<file path="src/ilas_pkg.sv">
// constants, register map and state type of the alignment sequence block
package ilas_pkg;
  // control characters as octets for the lane encoder
  localparam logic [7:0] K_SYNC = 8'hbc;
  localparam logic [7:0] K_START = 8'h1c;
  localparam logic [7:0] K_ALIGN = 8'h7c;
  localparam logic [7:0] K_CONFIG = 8'h9c;
  localparam logic [7:0] K_FRAME = 8'hfc;
  // register byte offsets
  localparam logic [7:0] OFS_CTRL = 8'h00;
  localparam logic [7:0] OFS_LEN = 8'h04;
  localparam logic [7:0] OFS_IDS = 8'h08;
  localparam logic [7:0] OFS_GEOM = 8'h0c;
  localparam logic [7:0] OFS_SAMP = 8'h10;
  localparam logic [7:0] OFS_STATUS = 8'h14;
  // control register bits
  localparam int CTRL_LANE_SYNC = 0;
  localparam int CTRL_LOOP = 1;
  localparam int CTRL_REINIT = 2;
  localparam int CTRL_SCRAMBLE = 3;
  // reset values
  localparam logic LANE_SYNC_RST = 1'b1;
  localparam logic LOOP_RST = 1'b0;
  localparam logic SCRAMBLE_RST = 1'b0;
  localparam logic [7:0] LEN_RST = 8'h03;
  localparam logic [7:0] DEFAULT_MF_M1 = 8'h03;
  localparam logic [31:0] IDS_RST = 32'h00000000;
  localparam logic [31:0] GEOM_RST = 32'h00000000;
  localparam logic [31:0] SAMP_RST = 32'h00000000;
  // identifier register fields
  localparam int DEV_ID_LSB = 0;
  localparam int BANK_ID_LSB = 8;
  localparam int ADJ_STEPS_LSB = 12;
  localparam int LANEID_LSB = 16;
  localparam int PHASE_REQ_BIT = 21;
  localparam int ADJ_DIR_BIT = 22;
  // geometry register fields
  localparam int LANES_LSB = 0;
  localparam int FOCT_LSB = 8;
  localparam int KFRM_LSB = 16;
  localparam int MCONV_LSB = 24;
  // sample register fields
  localparam int NRES_LSB = 0;
  localparam int CS_LSB = 6;
  localparam int NTOT_LSB = 8;
  localparam int SUBCL_LSB = 13;
  localparam int SPF_LSB = 16;
  localparam int VER_LSB = 21;
  localparam int CTRL_WORDS_LSB = 24;
  localparam int DENSITY_BIT = 29;
  localparam logic [2:0] SUBCLASS_0 = 3'h0;
  localparam logic [2:0] SUBCLASS_2 = 3'h2;
  // placement of the configuration record in the second multiframe
  localparam logic [7:0] CFG_MF = 8'h01;
  localparam logic [12:0] Q_POS = 13'h0001;
  localparam logic [12:0] CFG_FIRST_POS = 13'h0002;
  localparam logic [12:0] CFG_LAST_POS = 13'h000f;
  localparam logic [3:0] CFG_CHK_IDX = 4'hd;
  localparam logic [7:0] MF_CNT_MAX = 8'hff;
  typedef enum logic [3:0] {
    ST_SYNC = 4'b0001,
    ST_WAIT = 4'b0010,
    ST_ILAS = 4'b0100,
    ST_DATA = 4'b1000
  } link_state_type;
endpackage

</file>
<file path="src/ilas_config_record.sv">
// link configuration record octets and checksum for one lane
`timescale 1ns/10ps
module ilas_config_record (
  input wire logic [31:0] ids_in,
  input wire logic [31:0] geom_in,
  input wire logic [31:0] samp_in,
  input wire logic scramble_in,
  input wire logic [3:0] idx_in,
  output logic [7:0] octet_out,
  output logic [7:0] checksum_out
);
  logic [7:0] oct [0:12];
  logic adj_ok;
  logic [7:0] sum;
  // adjust fields sent only in subclass 2
  assign adj_ok = samp_in[ilas_pkg::SUBCL_LSB +: 3] == ilas_pkg::SUBCLASS_2;
  always_comb begin
    oct[0] = ids_in[ilas_pkg::DEV_ID_LSB +: 8];
    oct[1] = {ids_in[ilas_pkg::ADJ_STEPS_LSB +: 4] & {4{adj_ok}},
              ids_in[ilas_pkg::BANK_ID_LSB +: 4]};
    oct[2] = {1'b0, ids_in[ilas_pkg::ADJ_DIR_BIT] & adj_ok,
              ids_in[ilas_pkg::PHASE_REQ_BIT] & adj_ok,
              ids_in[ilas_pkg::LANEID_LSB +: 5]};
    oct[3] = {scramble_in, 2'b00, geom_in[ilas_pkg::LANES_LSB +: 5]};
    oct[4] = geom_in[ilas_pkg::FOCT_LSB +: 8];
    oct[5] = {3'b000, geom_in[ilas_pkg::KFRM_LSB +: 5]};
    oct[6] = geom_in[ilas_pkg::MCONV_LSB +: 8];
    oct[7] = {samp_in[ilas_pkg::CS_LSB +: 2], 1'b0,
              samp_in[ilas_pkg::NRES_LSB +: 5]};
    oct[8] = {samp_in[ilas_pkg::SUBCL_LSB +: 3],
              samp_in[ilas_pkg::NTOT_LSB +: 5]};
    oct[9] = {samp_in[ilas_pkg::VER_LSB +: 3],
              samp_in[ilas_pkg::SPF_LSB +: 5]};
    oct[10] = {samp_in[ilas_pkg::DENSITY_BIT], 2'b00,
               samp_in[ilas_pkg::CTRL_WORDS_LSB +: 5]};
    oct[11] = 8'h00;
    oct[12] = 8'h00;
  end
  // modulo 256 sum of the first thirteen octets
  always_comb begin
    sum = 8'h00;
    for (int i = 0; i < 13; i++) begin
      sum = 8'(sum + oct[i]);
    end
  end
  assign checksum_out = sum;
  assign octet_out = (idx_in == ilas_pkg::CFG_CHK_IDX) ? sum :
                     (idx_in > ilas_pkg::CFG_CHK_IDX) ? 8'h00 : oct[idx_in];
endmodule

</file>
<file path="src/ilas_sync_in.sv">
// two flip-flop synchroniser for one pin level
`timescale 1ns/10ps
module ilas_sync_in #(
  parameter logic RST_VAL = 1'b0
) (
  input wire logic clk_in,
  input wire logic rst_in,
  input wire logic d_in,
  output logic q_out
);
  logic meta_r;
  always_ff @(posedge clk_in or posedge rst_in) begin
    if (rst_in) begin
      meta_r <= RST_VAL;
      q_out <= RST_VAL;
    end else begin
      meta_r <= d_in;
      q_out <= meta_r;
    end
  end
endmodule

</file>
<file path="src/tx_initial_lane_alignment_seq.sv">
// link layer octet generator: sync characters, alignment sequence, user data
//
// The register addresses and the APB interface to the registers were chosen for this implementation.
`timescale 1ns/10ps
// How it works
// - lane sync enable on sends alignment after sync, else straight to data
// - alignment sequence lasts four multiframes by default
// - subclass 0 length register extends sequence up to 256 multiframes
// - alignment octets are never marked for scrambling
// - every alignment multiframe starts with /R/ and ends with /A/
// - second multiframe sends /R/, /Q/, fourteen config octets, filler, /A/
// - filler comes from eight-bit counter held at zero outside alignment
// - extra multiframes keep /R/ first, /A/ last, filler between
// - config octets 0 to 2 carry ids, adjust fields and lane id
// - config octets 3 to 5 carry scrambling flag, lanes, F, K
// - config octets 6 to 8 carry M, CS, N, subclass, total bits
// - config octets 9 and 10 carry version, S, density flag, control words
// - config octets 11 and 12 are sent as zero
// - config octet 13 is modulo 256 sum of preceding thirteen
// - adjust fields only meaningful in subclass 2, else sent zero
// - loop bit holds alignment phase until bit is cleared
// - in loop, receiver sync request then release starts held alignment
// - in loop, register reinit sends /K/ then alignment after release
// - looping multiframes keep /R/ and /A/ with incrementing filler
// - user data gets /F/ and /A/ substitution only where data allows
// - while sync request is low, continuous /K28.5/ is sent
// - subclass 1 and 2 start alignment at next multiframe clock boundary
module tx_initial_lane_alignment_seq (
  input wire logic clk_in,
  input wire logic rst_in,
  input wire logic psel_in,
  input wire logic penable_in,
  input wire logic pwrite_in,
  input wire logic [7:0] paddr_in,
  input wire logic [31:0] pwdata_in,
  output logic pready_out,
  output logic [31:0] prdata_out,
  output logic pslverr_out,
  input wire logic sync_request_n_in,
  input wire logic lmfc_boundary_in,
  input wire logic [7:0] user_octet_in,
  output logic user_ready_out,
  output logic [7:0] octet_out,
  output logic control_out,
  output logic scrambled_out
);
  ilas_pkg::link_state_type state_r, state_nxt;
  logic lane_sync_en_r, loop_r, scramble_r, reinit_r, reinit_hold_r;
  logic [7:0] len_r;
  logic [31:0] ids_r, geom_r, samp_r;
  logic sync_n_s;
  logic [7:0] oct_cnt_r, mf_cnt_r, dummy_r, prev_last_r;
  logic [4:0] frm_cnt_r;
  logic [12:0] mf_pos_r;
  logic prev_align_r;
  logic frame_last, mf_last, boundary, restart, subclass0;
  logic [7:0] eff_len, cfg_octet, checksum;
  logic [3:0] cfg_idx;
  logic apb_acc, apb_wr, apb_rd_ok;
  logic [7:0] octet_nxt;
  logic control_nxt;

  ilas_sync_in #(.RST_VAL(1'b0)) u_sync (
    .clk_in(clk_in),
    .rst_in(rst_in),
    .d_in(sync_request_n_in),
    .q_out(sync_n_s)
  );

  ilas_config_record u_cfg (
    .ids_in(ids_r),
    .geom_in(geom_r),
    .samp_in(samp_r),
    .scramble_in(scramble_r),
    .idx_in(cfg_idx),
    .octet_out(cfg_octet),
    .checksum_out(checksum)
  );

  // apb slave, one wait state in every access
  assign apb_acc = psel_in && penable_in && pready_out;
  assign apb_wr = apb_acc && pwrite_in;
  always_comb begin
    unique case (paddr_in)
      ilas_pkg::OFS_CTRL, ilas_pkg::OFS_LEN, ilas_pkg::OFS_IDS,
      ilas_pkg::OFS_GEOM, ilas_pkg::OFS_SAMP,
      ilas_pkg::OFS_STATUS: apb_rd_ok = 1'b1;
      default: apb_rd_ok = 1'b0;
    endcase
  end
  always_ff @(posedge clk_in or posedge rst_in) begin
    if (rst_in) begin
      pready_out <= 1'b0;
      prdata_out <= 32'h00000000;
      pslverr_out <= 1'b0;
    end else begin
      pready_out <= psel_in && penable_in && !pready_out;
      if (psel_in && penable_in && !pready_out) begin
        pslverr_out <= !apb_rd_ok || (pwrite_in &&
                       paddr_in == ilas_pkg::OFS_STATUS);
        unique case (paddr_in)
          ilas_pkg::OFS_CTRL: prdata_out <= {28'h0000000, scramble_r,
                                reinit_hold_r, loop_r, lane_sync_en_r};
          ilas_pkg::OFS_LEN: prdata_out <= {24'h000000, len_r};
          ilas_pkg::OFS_IDS: prdata_out <= ids_r;
          ilas_pkg::OFS_GEOM: prdata_out <= geom_r;
          ilas_pkg::OFS_SAMP: prdata_out <= samp_r;
          ilas_pkg::OFS_STATUS: prdata_out <= {8'h00, mf_cnt_r, checksum,
                                  3'b000, sync_n_s, state_r};
          default: prdata_out <= 32'h00000000;
        endcase
      end
    end
  end

  // software settings
  always_ff @(posedge clk_in or posedge rst_in) begin
    if (rst_in) begin
      lane_sync_en_r <= ilas_pkg::LANE_SYNC_RST;
      loop_r <= ilas_pkg::LOOP_RST;
      scramble_r <= ilas_pkg::SCRAMBLE_RST;
      len_r <= ilas_pkg::LEN_RST;
      ids_r <= ilas_pkg::IDS_RST;
      geom_r <= ilas_pkg::GEOM_RST;
      samp_r <= ilas_pkg::SAMP_RST;
      reinit_r <= 1'b0;
    end else begin
      reinit_r <= apb_wr && paddr_in == ilas_pkg::OFS_CTRL &&
                  pwdata_in[ilas_pkg::CTRL_REINIT];
      if (apb_wr) begin
        unique case (paddr_in)
          ilas_pkg::OFS_CTRL: begin
            lane_sync_en_r <= pwdata_in[ilas_pkg::CTRL_LANE_SYNC];
            loop_r <= pwdata_in[ilas_pkg::CTRL_LOOP];
            scramble_r <= pwdata_in[ilas_pkg::CTRL_SCRAMBLE];
          end
          ilas_pkg::OFS_LEN: len_r <= pwdata_in[7:0];
          ilas_pkg::OFS_IDS: ids_r <= pwdata_in;
          ilas_pkg::OFS_GEOM: geom_r <= pwdata_in;
          ilas_pkg::OFS_SAMP: samp_r <= pwdata_in;
          default: ;
        endcase
      end
    end
  end

  // reinit keeps /K/ going until the receiver has asked for sync
  always_ff @(posedge clk_in or posedge rst_in) begin
    if (rst_in) begin
      reinit_hold_r <= 1'b0;
    end else if (reinit_r) begin
      reinit_hold_r <= 1'b1;
    end else if (!sync_n_s) begin
      reinit_hold_r <= 1'b0;
    end
  end

  // frame and multiframe position
  assign frame_last = oct_cnt_r == geom_r[ilas_pkg::FOCT_LSB +: 8];
  assign mf_last = frame_last &&
                   frm_cnt_r == geom_r[ilas_pkg::KFRM_LSB +: 5];
  assign subclass0 = samp_r[ilas_pkg::SUBCL_LSB +: 3] == ilas_pkg::SUBCLASS_0;
  assign boundary = subclass0 ? frame_last : lmfc_boundary_in;
  assign eff_len = subclass0 ? len_r : ilas_pkg::DEFAULT_MF_M1;
  assign restart = state_r == ilas_pkg::ST_WAIT && state_nxt != state_r;
  assign cfg_idx = 4'(mf_pos_r[3:0] - ilas_pkg::CFG_FIRST_POS[3:0]);

  always_comb begin
    state_nxt = state_r;
    unique case (state_r)
      ilas_pkg::ST_SYNC:
        if (sync_n_s && !reinit_hold_r) state_nxt = ilas_pkg::ST_WAIT;
      ilas_pkg::ST_WAIT:
        if (boundary) begin
          state_nxt = lane_sync_en_r ? ilas_pkg::ST_ILAS :
                      ilas_pkg::ST_DATA;
        end
      ilas_pkg::ST_ILAS:
        if (mf_last && mf_cnt_r >= eff_len && !loop_r) begin
          state_nxt = ilas_pkg::ST_DATA;
        end
      ilas_pkg::ST_DATA: ;
      default: state_nxt = ilas_pkg::ST_SYNC;
    endcase
    if (!sync_n_s || reinit_r) state_nxt = ilas_pkg::ST_SYNC;
  end

  always_ff @(posedge clk_in or posedge rst_in) begin
    if (rst_in) begin
      state_r <= ilas_pkg::ST_SYNC;
    end else begin
      state_r <= state_nxt;
    end
  end

  always_ff @(posedge clk_in or posedge rst_in) begin
    if (rst_in) begin
      oct_cnt_r <= 8'h00;
      frm_cnt_r <= 5'h00;
      mf_pos_r <= 13'h0000;
    end else if (restart || mf_last) begin
      oct_cnt_r <= 8'h00;
      frm_cnt_r <= 5'h00;
      mf_pos_r <= 13'h0000;
    end else if (frame_last) begin
      oct_cnt_r <= 8'h00;
      frm_cnt_r <= 5'(frm_cnt_r + 5'h01);
      mf_pos_r <= 13'(mf_pos_r + 13'h0001);
    end else begin
      oct_cnt_r <= 8'(oct_cnt_r + 8'h01);
      mf_pos_r <= 13'(mf_pos_r + 13'h0001);
    end
  end

  // multiframe count and filler counter live only in alignment
  always_ff @(posedge clk_in or posedge rst_in) begin
    if (rst_in) begin
      mf_cnt_r <= 8'h00;
      dummy_r <= 8'h00;
    end else if (state_r != ilas_pkg::ST_ILAS) begin
      mf_cnt_r <= 8'h00;
      dummy_r <= 8'h00;
    end else begin
      dummy_r <= 8'(dummy_r + 8'h01);
      if (mf_last && mf_cnt_r != ilas_pkg::MF_CNT_MAX) begin
        mf_cnt_r <= 8'(mf_cnt_r + 8'h01);
      end
    end
  end

  // octet selection
  always_comb begin
    octet_nxt = ilas_pkg::K_SYNC;
    control_nxt = 1'b1;
    unique case (state_r)
      ilas_pkg::ST_SYNC, ilas_pkg::ST_WAIT: ;
      ilas_pkg::ST_ILAS:
        if (mf_pos_r == 13'h0000) begin
          octet_nxt = ilas_pkg::K_START;
        end else if (mf_last) begin
          octet_nxt = ilas_pkg::K_ALIGN;
        end else if (mf_cnt_r == ilas_pkg::CFG_MF &&
                     mf_pos_r == ilas_pkg::Q_POS) begin
          octet_nxt = ilas_pkg::K_CONFIG;
        end else if (mf_cnt_r == ilas_pkg::CFG_MF &&
                     mf_pos_r >= ilas_pkg::CFG_FIRST_POS &&
                     mf_pos_r <= ilas_pkg::CFG_LAST_POS) begin
          octet_nxt = cfg_octet;
          control_nxt = 1'b0;
        end else begin
          octet_nxt = dummy_r;
          control_nxt = 1'b0;
        end
      ilas_pkg::ST_DATA: begin
        octet_nxt = user_octet_in;
        control_nxt = 1'b0;
        if (scramble_r) begin
          if (mf_last) begin
            control_nxt = user_octet_in == ilas_pkg::K_ALIGN;
          end else if (frame_last) begin
            control_nxt = user_octet_in == ilas_pkg::K_FRAME;
          end
        end else if (frame_last && user_octet_in == prev_last_r) begin
          if (mf_last) begin
            octet_nxt = ilas_pkg::K_ALIGN;
            control_nxt = 1'b1;
          end else if (!prev_align_r) begin
            octet_nxt = ilas_pkg::K_FRAME;
            control_nxt = 1'b1;
          end
        end
      end
      default: ;
    endcase
  end

  // last octet of the previous frame, for unscrambled substitution
  always_ff @(posedge clk_in or posedge rst_in) begin
    if (rst_in) begin
      prev_last_r <= 8'h00;
      prev_align_r <= 1'b1;
    end else if (state_r != ilas_pkg::ST_DATA) begin
      prev_last_r <= 8'h00;
      prev_align_r <= 1'b1;
    end else if (frame_last) begin
      prev_last_r <= user_octet_in;
      prev_align_r <= control_nxt;
    end
  end

  always_ff @(posedge clk_in or posedge rst_in) begin
    if (rst_in) begin
      octet_out <= ilas_pkg::K_SYNC;
      control_out <= 1'b1;
      scrambled_out <= 1'b0;
      user_ready_out <= 1'b0;
    end else begin
      octet_out <= octet_nxt;
      control_out <= control_nxt;
      scrambled_out <= state_r == ilas_pkg::ST_DATA && scramble_r;
      user_ready_out <= state_nxt == ilas_pkg::ST_DATA;
    end
  end
endmodule

</file>
<file path="config.mk">
export PLATFORM = sky130hd
export DESIGN_NAME = tx_initial_lane_alignment_seq
export DESIGN_NICKNAME = d
export VERILOG_FILES = /design/src/ilas_pkg.sv /design/src/ilas_config_record.sv /design/src/ilas_sync_in.sv /design/src/tx_initial_lane_alignment_seq.sv
export SDC_FILE = /design/constraint.sdc
export NUM_CORES = 1
export LEC_CHECK = 0
export BUFFER_PORTS_ARGS = -buffer_cell sky130_fd_sc_hd__clkbuf_2
export CAP_MARGIN = 0
export CORE_MARGIN = 3
export CORE_UTILIZATION = 30
export DETAILED_ROUTE_END_ITERATION = 7
export GPL_ROUTABILITY_DRIVEN = 0
export MAX_ROUTING_LAYER = met4
export PLACE_DENSITY_LB_ADDON = 0.12
export SYNTH_ARGS = -nofsm -noshare
export SYNTH_HDL_FRONTEND = slang
export SYNTH_SLANG_ARGS = --single-unit
export TNS_END_PERCENT = 50
</file>
<file path="constraint.sdc">
create_clock -name clk_in -period 10.37 [get_ports clk_in]
set_clock_uncertainty 0.15 [all_clocks]
set_input_delay 2.074 -clock clk_in [delete_from_list [all_inputs] [get_ports clk_in]]
set_output_delay 2.074 -clock clk_in [all_outputs]
set_load 0.02 [all_outputs]
</file>
==> out/metrics.csv <==
stage,metric,value,unit
clock_network,holdBufCountCts,0,
synthesis,yosysWarnings,0,
critical_path,rr_worst_depth,18,
synthesis,netlist_instances,1161,
critical_path,cp_max_fo,8,
clock_network,numCtsBuffers,27,
critical_path,r2r_slack,4.85,ns
die,coreArea,41100,sq um
finish,syn_to_final_growth,14.8,%
synthesis,synth_seq_cells,211,
die,die_h,211,microns
clock_network,cts_tree,done,
sta,finalHoldViolCount,0,
place,port_buffers,99,
routing,antenna_left,0,
sta,fin_crit_sh,53.2,%
routing,drc,0,
job,maxCapViolCount,0,
synthesis,synthDistinctLibCells,69,
synthesis,synth-edff-count,0,
critical_path,path_buf_inv,4,
critical_path,worstPathRequired,10.63,ns
finish,nFillCells,4248,
sta,slew_violations,0,
global_route,grt_pass1_vias,9722,
synthesis,synth_top_cell_area_share,39.8,%
critical_path,crit_type,register to register,
synthesis,synth.most_common_cell,dfrtp_1,
critical_path,start_kind,register,
routing,wl_per_cell,23.2,microns
clock_network,cts_max_level,1,
pwr,peakVddDrop,0.000111,V
synthesis,synthArstFlopShare,100,%
sta,max_freq,181,MHz
synthesis,synth_common_cells,"dfrtp_1 (200), inv_1 (104), mux2_2 (95)",
status,status,"finished, final reports clean",
critical_path,max_stage_delay,0.53,ns
place,numPlacedInstances,1739,
clock_network,cts_num_sinks,211,
critical_path,crit_chain,"nor3b_1, and2_1, fa_1, fa_1, inv_1, fa_1, inv_1, fa_1, inv_1, fa_1, inv_1, ha_1, o21a_1, nor2_1, xnor2_1, a211oi_1, o31a_1, o211ai_2",
sta,rsz0062_at_grt,false,
global_route,grt_pass1_wl,63800,microns
clock_network,clk_pin_slew,0.07,ns
finish,stdcell_count,1787,
die,die_w,211,microns
finish,fin_nets,1374,
finish,drive_gt1_share,23.1,%
clock_network,clock_latency,0.55,ns
sta,tightest_slew,1.10,ns
synthesis,ys.flop_type,dfrtp_1,
critical_path,critical-path-top-delay-family,adder cells,
synthesis,seq_area_frac_synth,42.1,%
sta,fin_crit,5.52,ns
synthesis,syn_nets,1299,
routing,drt-initial-drc-count,702,
place,hpwlAfterDp,29800,microns
global_route,grt_overflow,0,
global_route,grt_start_max_net_pins,98,
synthesis,yosysTopAreaCell,dfrtp_1,
synthesis,synth_area_leaders,"dfrtp_1 (40%), mux2_2 (8.5%), fa_1 (8.1%), ha_1 (3.2%), inv_1 (3.1%)",
routing,routed_wl,41500,microns
die,io_pins,100,
routing,vias,9249,
sta,relSlewSlack,26.6,%
sta,fin_setup_tns,0,ns
routing,drt-vias-per-instance,5.18,
die,start_util,30.6,%
die,dieArea,44400,sq um
sta,setup_viol,0,
clock_network,clk_path_buf_depth,3,
finish,seqCellArea,5290,sq um
min_path,hold_class,register to register,
clock_network,cts.root.buffer_cell,clkbuf_16,
critical_path,arrival,5.78,ns
critical_path,slowest_stage,nor3b_1,
routing,firstDrtPassIters,5,
synthesis,syn_area,12600,sq um
die,rows,74,
synthesis,synth.avg_cell_area,10.8,sq um
finish,multiInputGateArea,6580,sq um
min_path,holdPathStages,0,
global_route,antenna_found_initial,1,
pwr,cellLeakagePower,6.60,nW
critical_path,cp_common_cell,fa_1,
critical_path,cp.depth,18,
global_route,grtUsageTotal,19.5,%
critical_path,end_kind,register,
clock_network,cts_resized,0,
clock_network,post_cts_buffers,0,
pwr,power_density,169,nW/um^2
area by class of cell:
| type | instances | share of cell area [%] |
|---|---|---|
| Multi-Input combinational cell | 780 | 45.6 |
| Sequential cell | 211 | 36.7 |
| Clock buffer | 37 | 5.22 |
| Tap cell | 532 | 4.61 |
| Timing Repair Buffer | 112 | 4.11 |
| Inverter | 104 | 2.75 |
| Clock inverter | 10 | 1.08 |
| Antenna cell | 1 | 0.0173 |
power breakdown:
group | switching (mW) | internal [mW] | total [mW]
Clock | 0.384 | 0.603 | 0.987
Sequential | 0.0554 | 0.860 | 0.916
Combinational | 0.350 | 0.192 | 0.542
state kept, by name, summed over array words and instances, names as in the netlist, 13 cells and up:
signal / flops
geom_r: 32
prdata_out: 32
samp_r: 32
ids_r: 32
mf_pos_r: 13
cell families (layout without fill, tap and decap cells):
| logic type | after synthesis | in the layout | synth area share, % |
|---|---|---|---|
| multiplexers | 134 | 134 | 12.7 |
| other | 0 | 1 | 0 |
| adder cells (fa/ha/maj) | 83 | 83 | 11.3 |
| buffers and inverters | 170 | 263 | 5.68 |
| flip-flops | 211 | 211 | 42.1 |
| AND/OR/NAND/NOR | 258 | 258 | 10.6 |
| AO/OA/AOI/OAI | 228 | 228 | 12.2 |
| XOR/XNOR | 77 | 77 | 5.47 |
per-stage QoR:
| step | utilization (%) | worst slack, ns | hold WS [ns] | total power, mW | cell area (sq um) |
|---|---|---|---|---|---|
| final | 35.1 | 4.85 | 0.199 | 2.45 | 14400 |
| after global placement | 32.9 | 4.99 | 0.188 | 1.47 | 13500 |
| after CTS | 35.1 | 4.86 | 0.203 | 2.47 | 14400 |
| after global routing | 35.1 | 4.47 | 0.207 | 2.56 | 14400 |
| after floorplan | - | 2.40 | 0.181 | 1.28 | 12600 |
| after detailed placement | 32.9 | 4.90 | 0.190 | 1.47 | 13500 |
per-layer routing:
| layer | vias up | wire length (microns) | track usage [%] |
|---|---|---|---|
| li1 | 4223 | - | - |
| met1 | 4720 | 19300 | 26.6 |
| met2 | 228 | 18800 | 29.8 |
| met3 | 78 | 1740 | 2.84 |
| met4 | 0 | 1650 | 6.81 |
| met5 | - | 0 | - |
placed cells by master (no fill, tap or decap), types with 4 or more instances in the layout:
cell type,instances
dfrtp_1,200
inv_1,103
clkbuf_2,99
mux2_2,95
nand2_1,71
nor2_1,64
o21ai_0,57
fa_1,51
xnor2_1,39
a21oi_1,38
xor2_1,37
ha_1,32
a22oi_1,30
a22o_1,29
nand3_1,28
mux2i_1,28
clkbuf_16,27
a221oi_1,16
and3_1,14
buf_4,13
nand4_1,12
a211oi_1,11
mux4_2,11
dfstp_2,11
a21o_1,10
a31oi_1,9
nor2b_1,8
nor3_1,8
and2_1,7
o22ai_1,6
clkbuf_1,6
nand2b_1,5
o211ai_1,5
o221ai_1,4
nor4_1,4
nor4b_1,4
bufinv_16,4
clkinv_2,4
clkbuf_8,4
path summary, 6_finish.rpt:
path	start	end
worst max-delay path	samp_r[13]	octet_out[6]
worst min-delay path	u_sync.meta_r	u_sync.q_out
worst max register to register	samp_r[13]	octet_out[6]
worst min register to register	u_sync.meta_r	u_sync.q_out
max in group asynchronous	rst_in	prdata_out[7]
min in group asynchronous	rst_in	prdata_out[18]
Power figures use the tool's default switching activity.
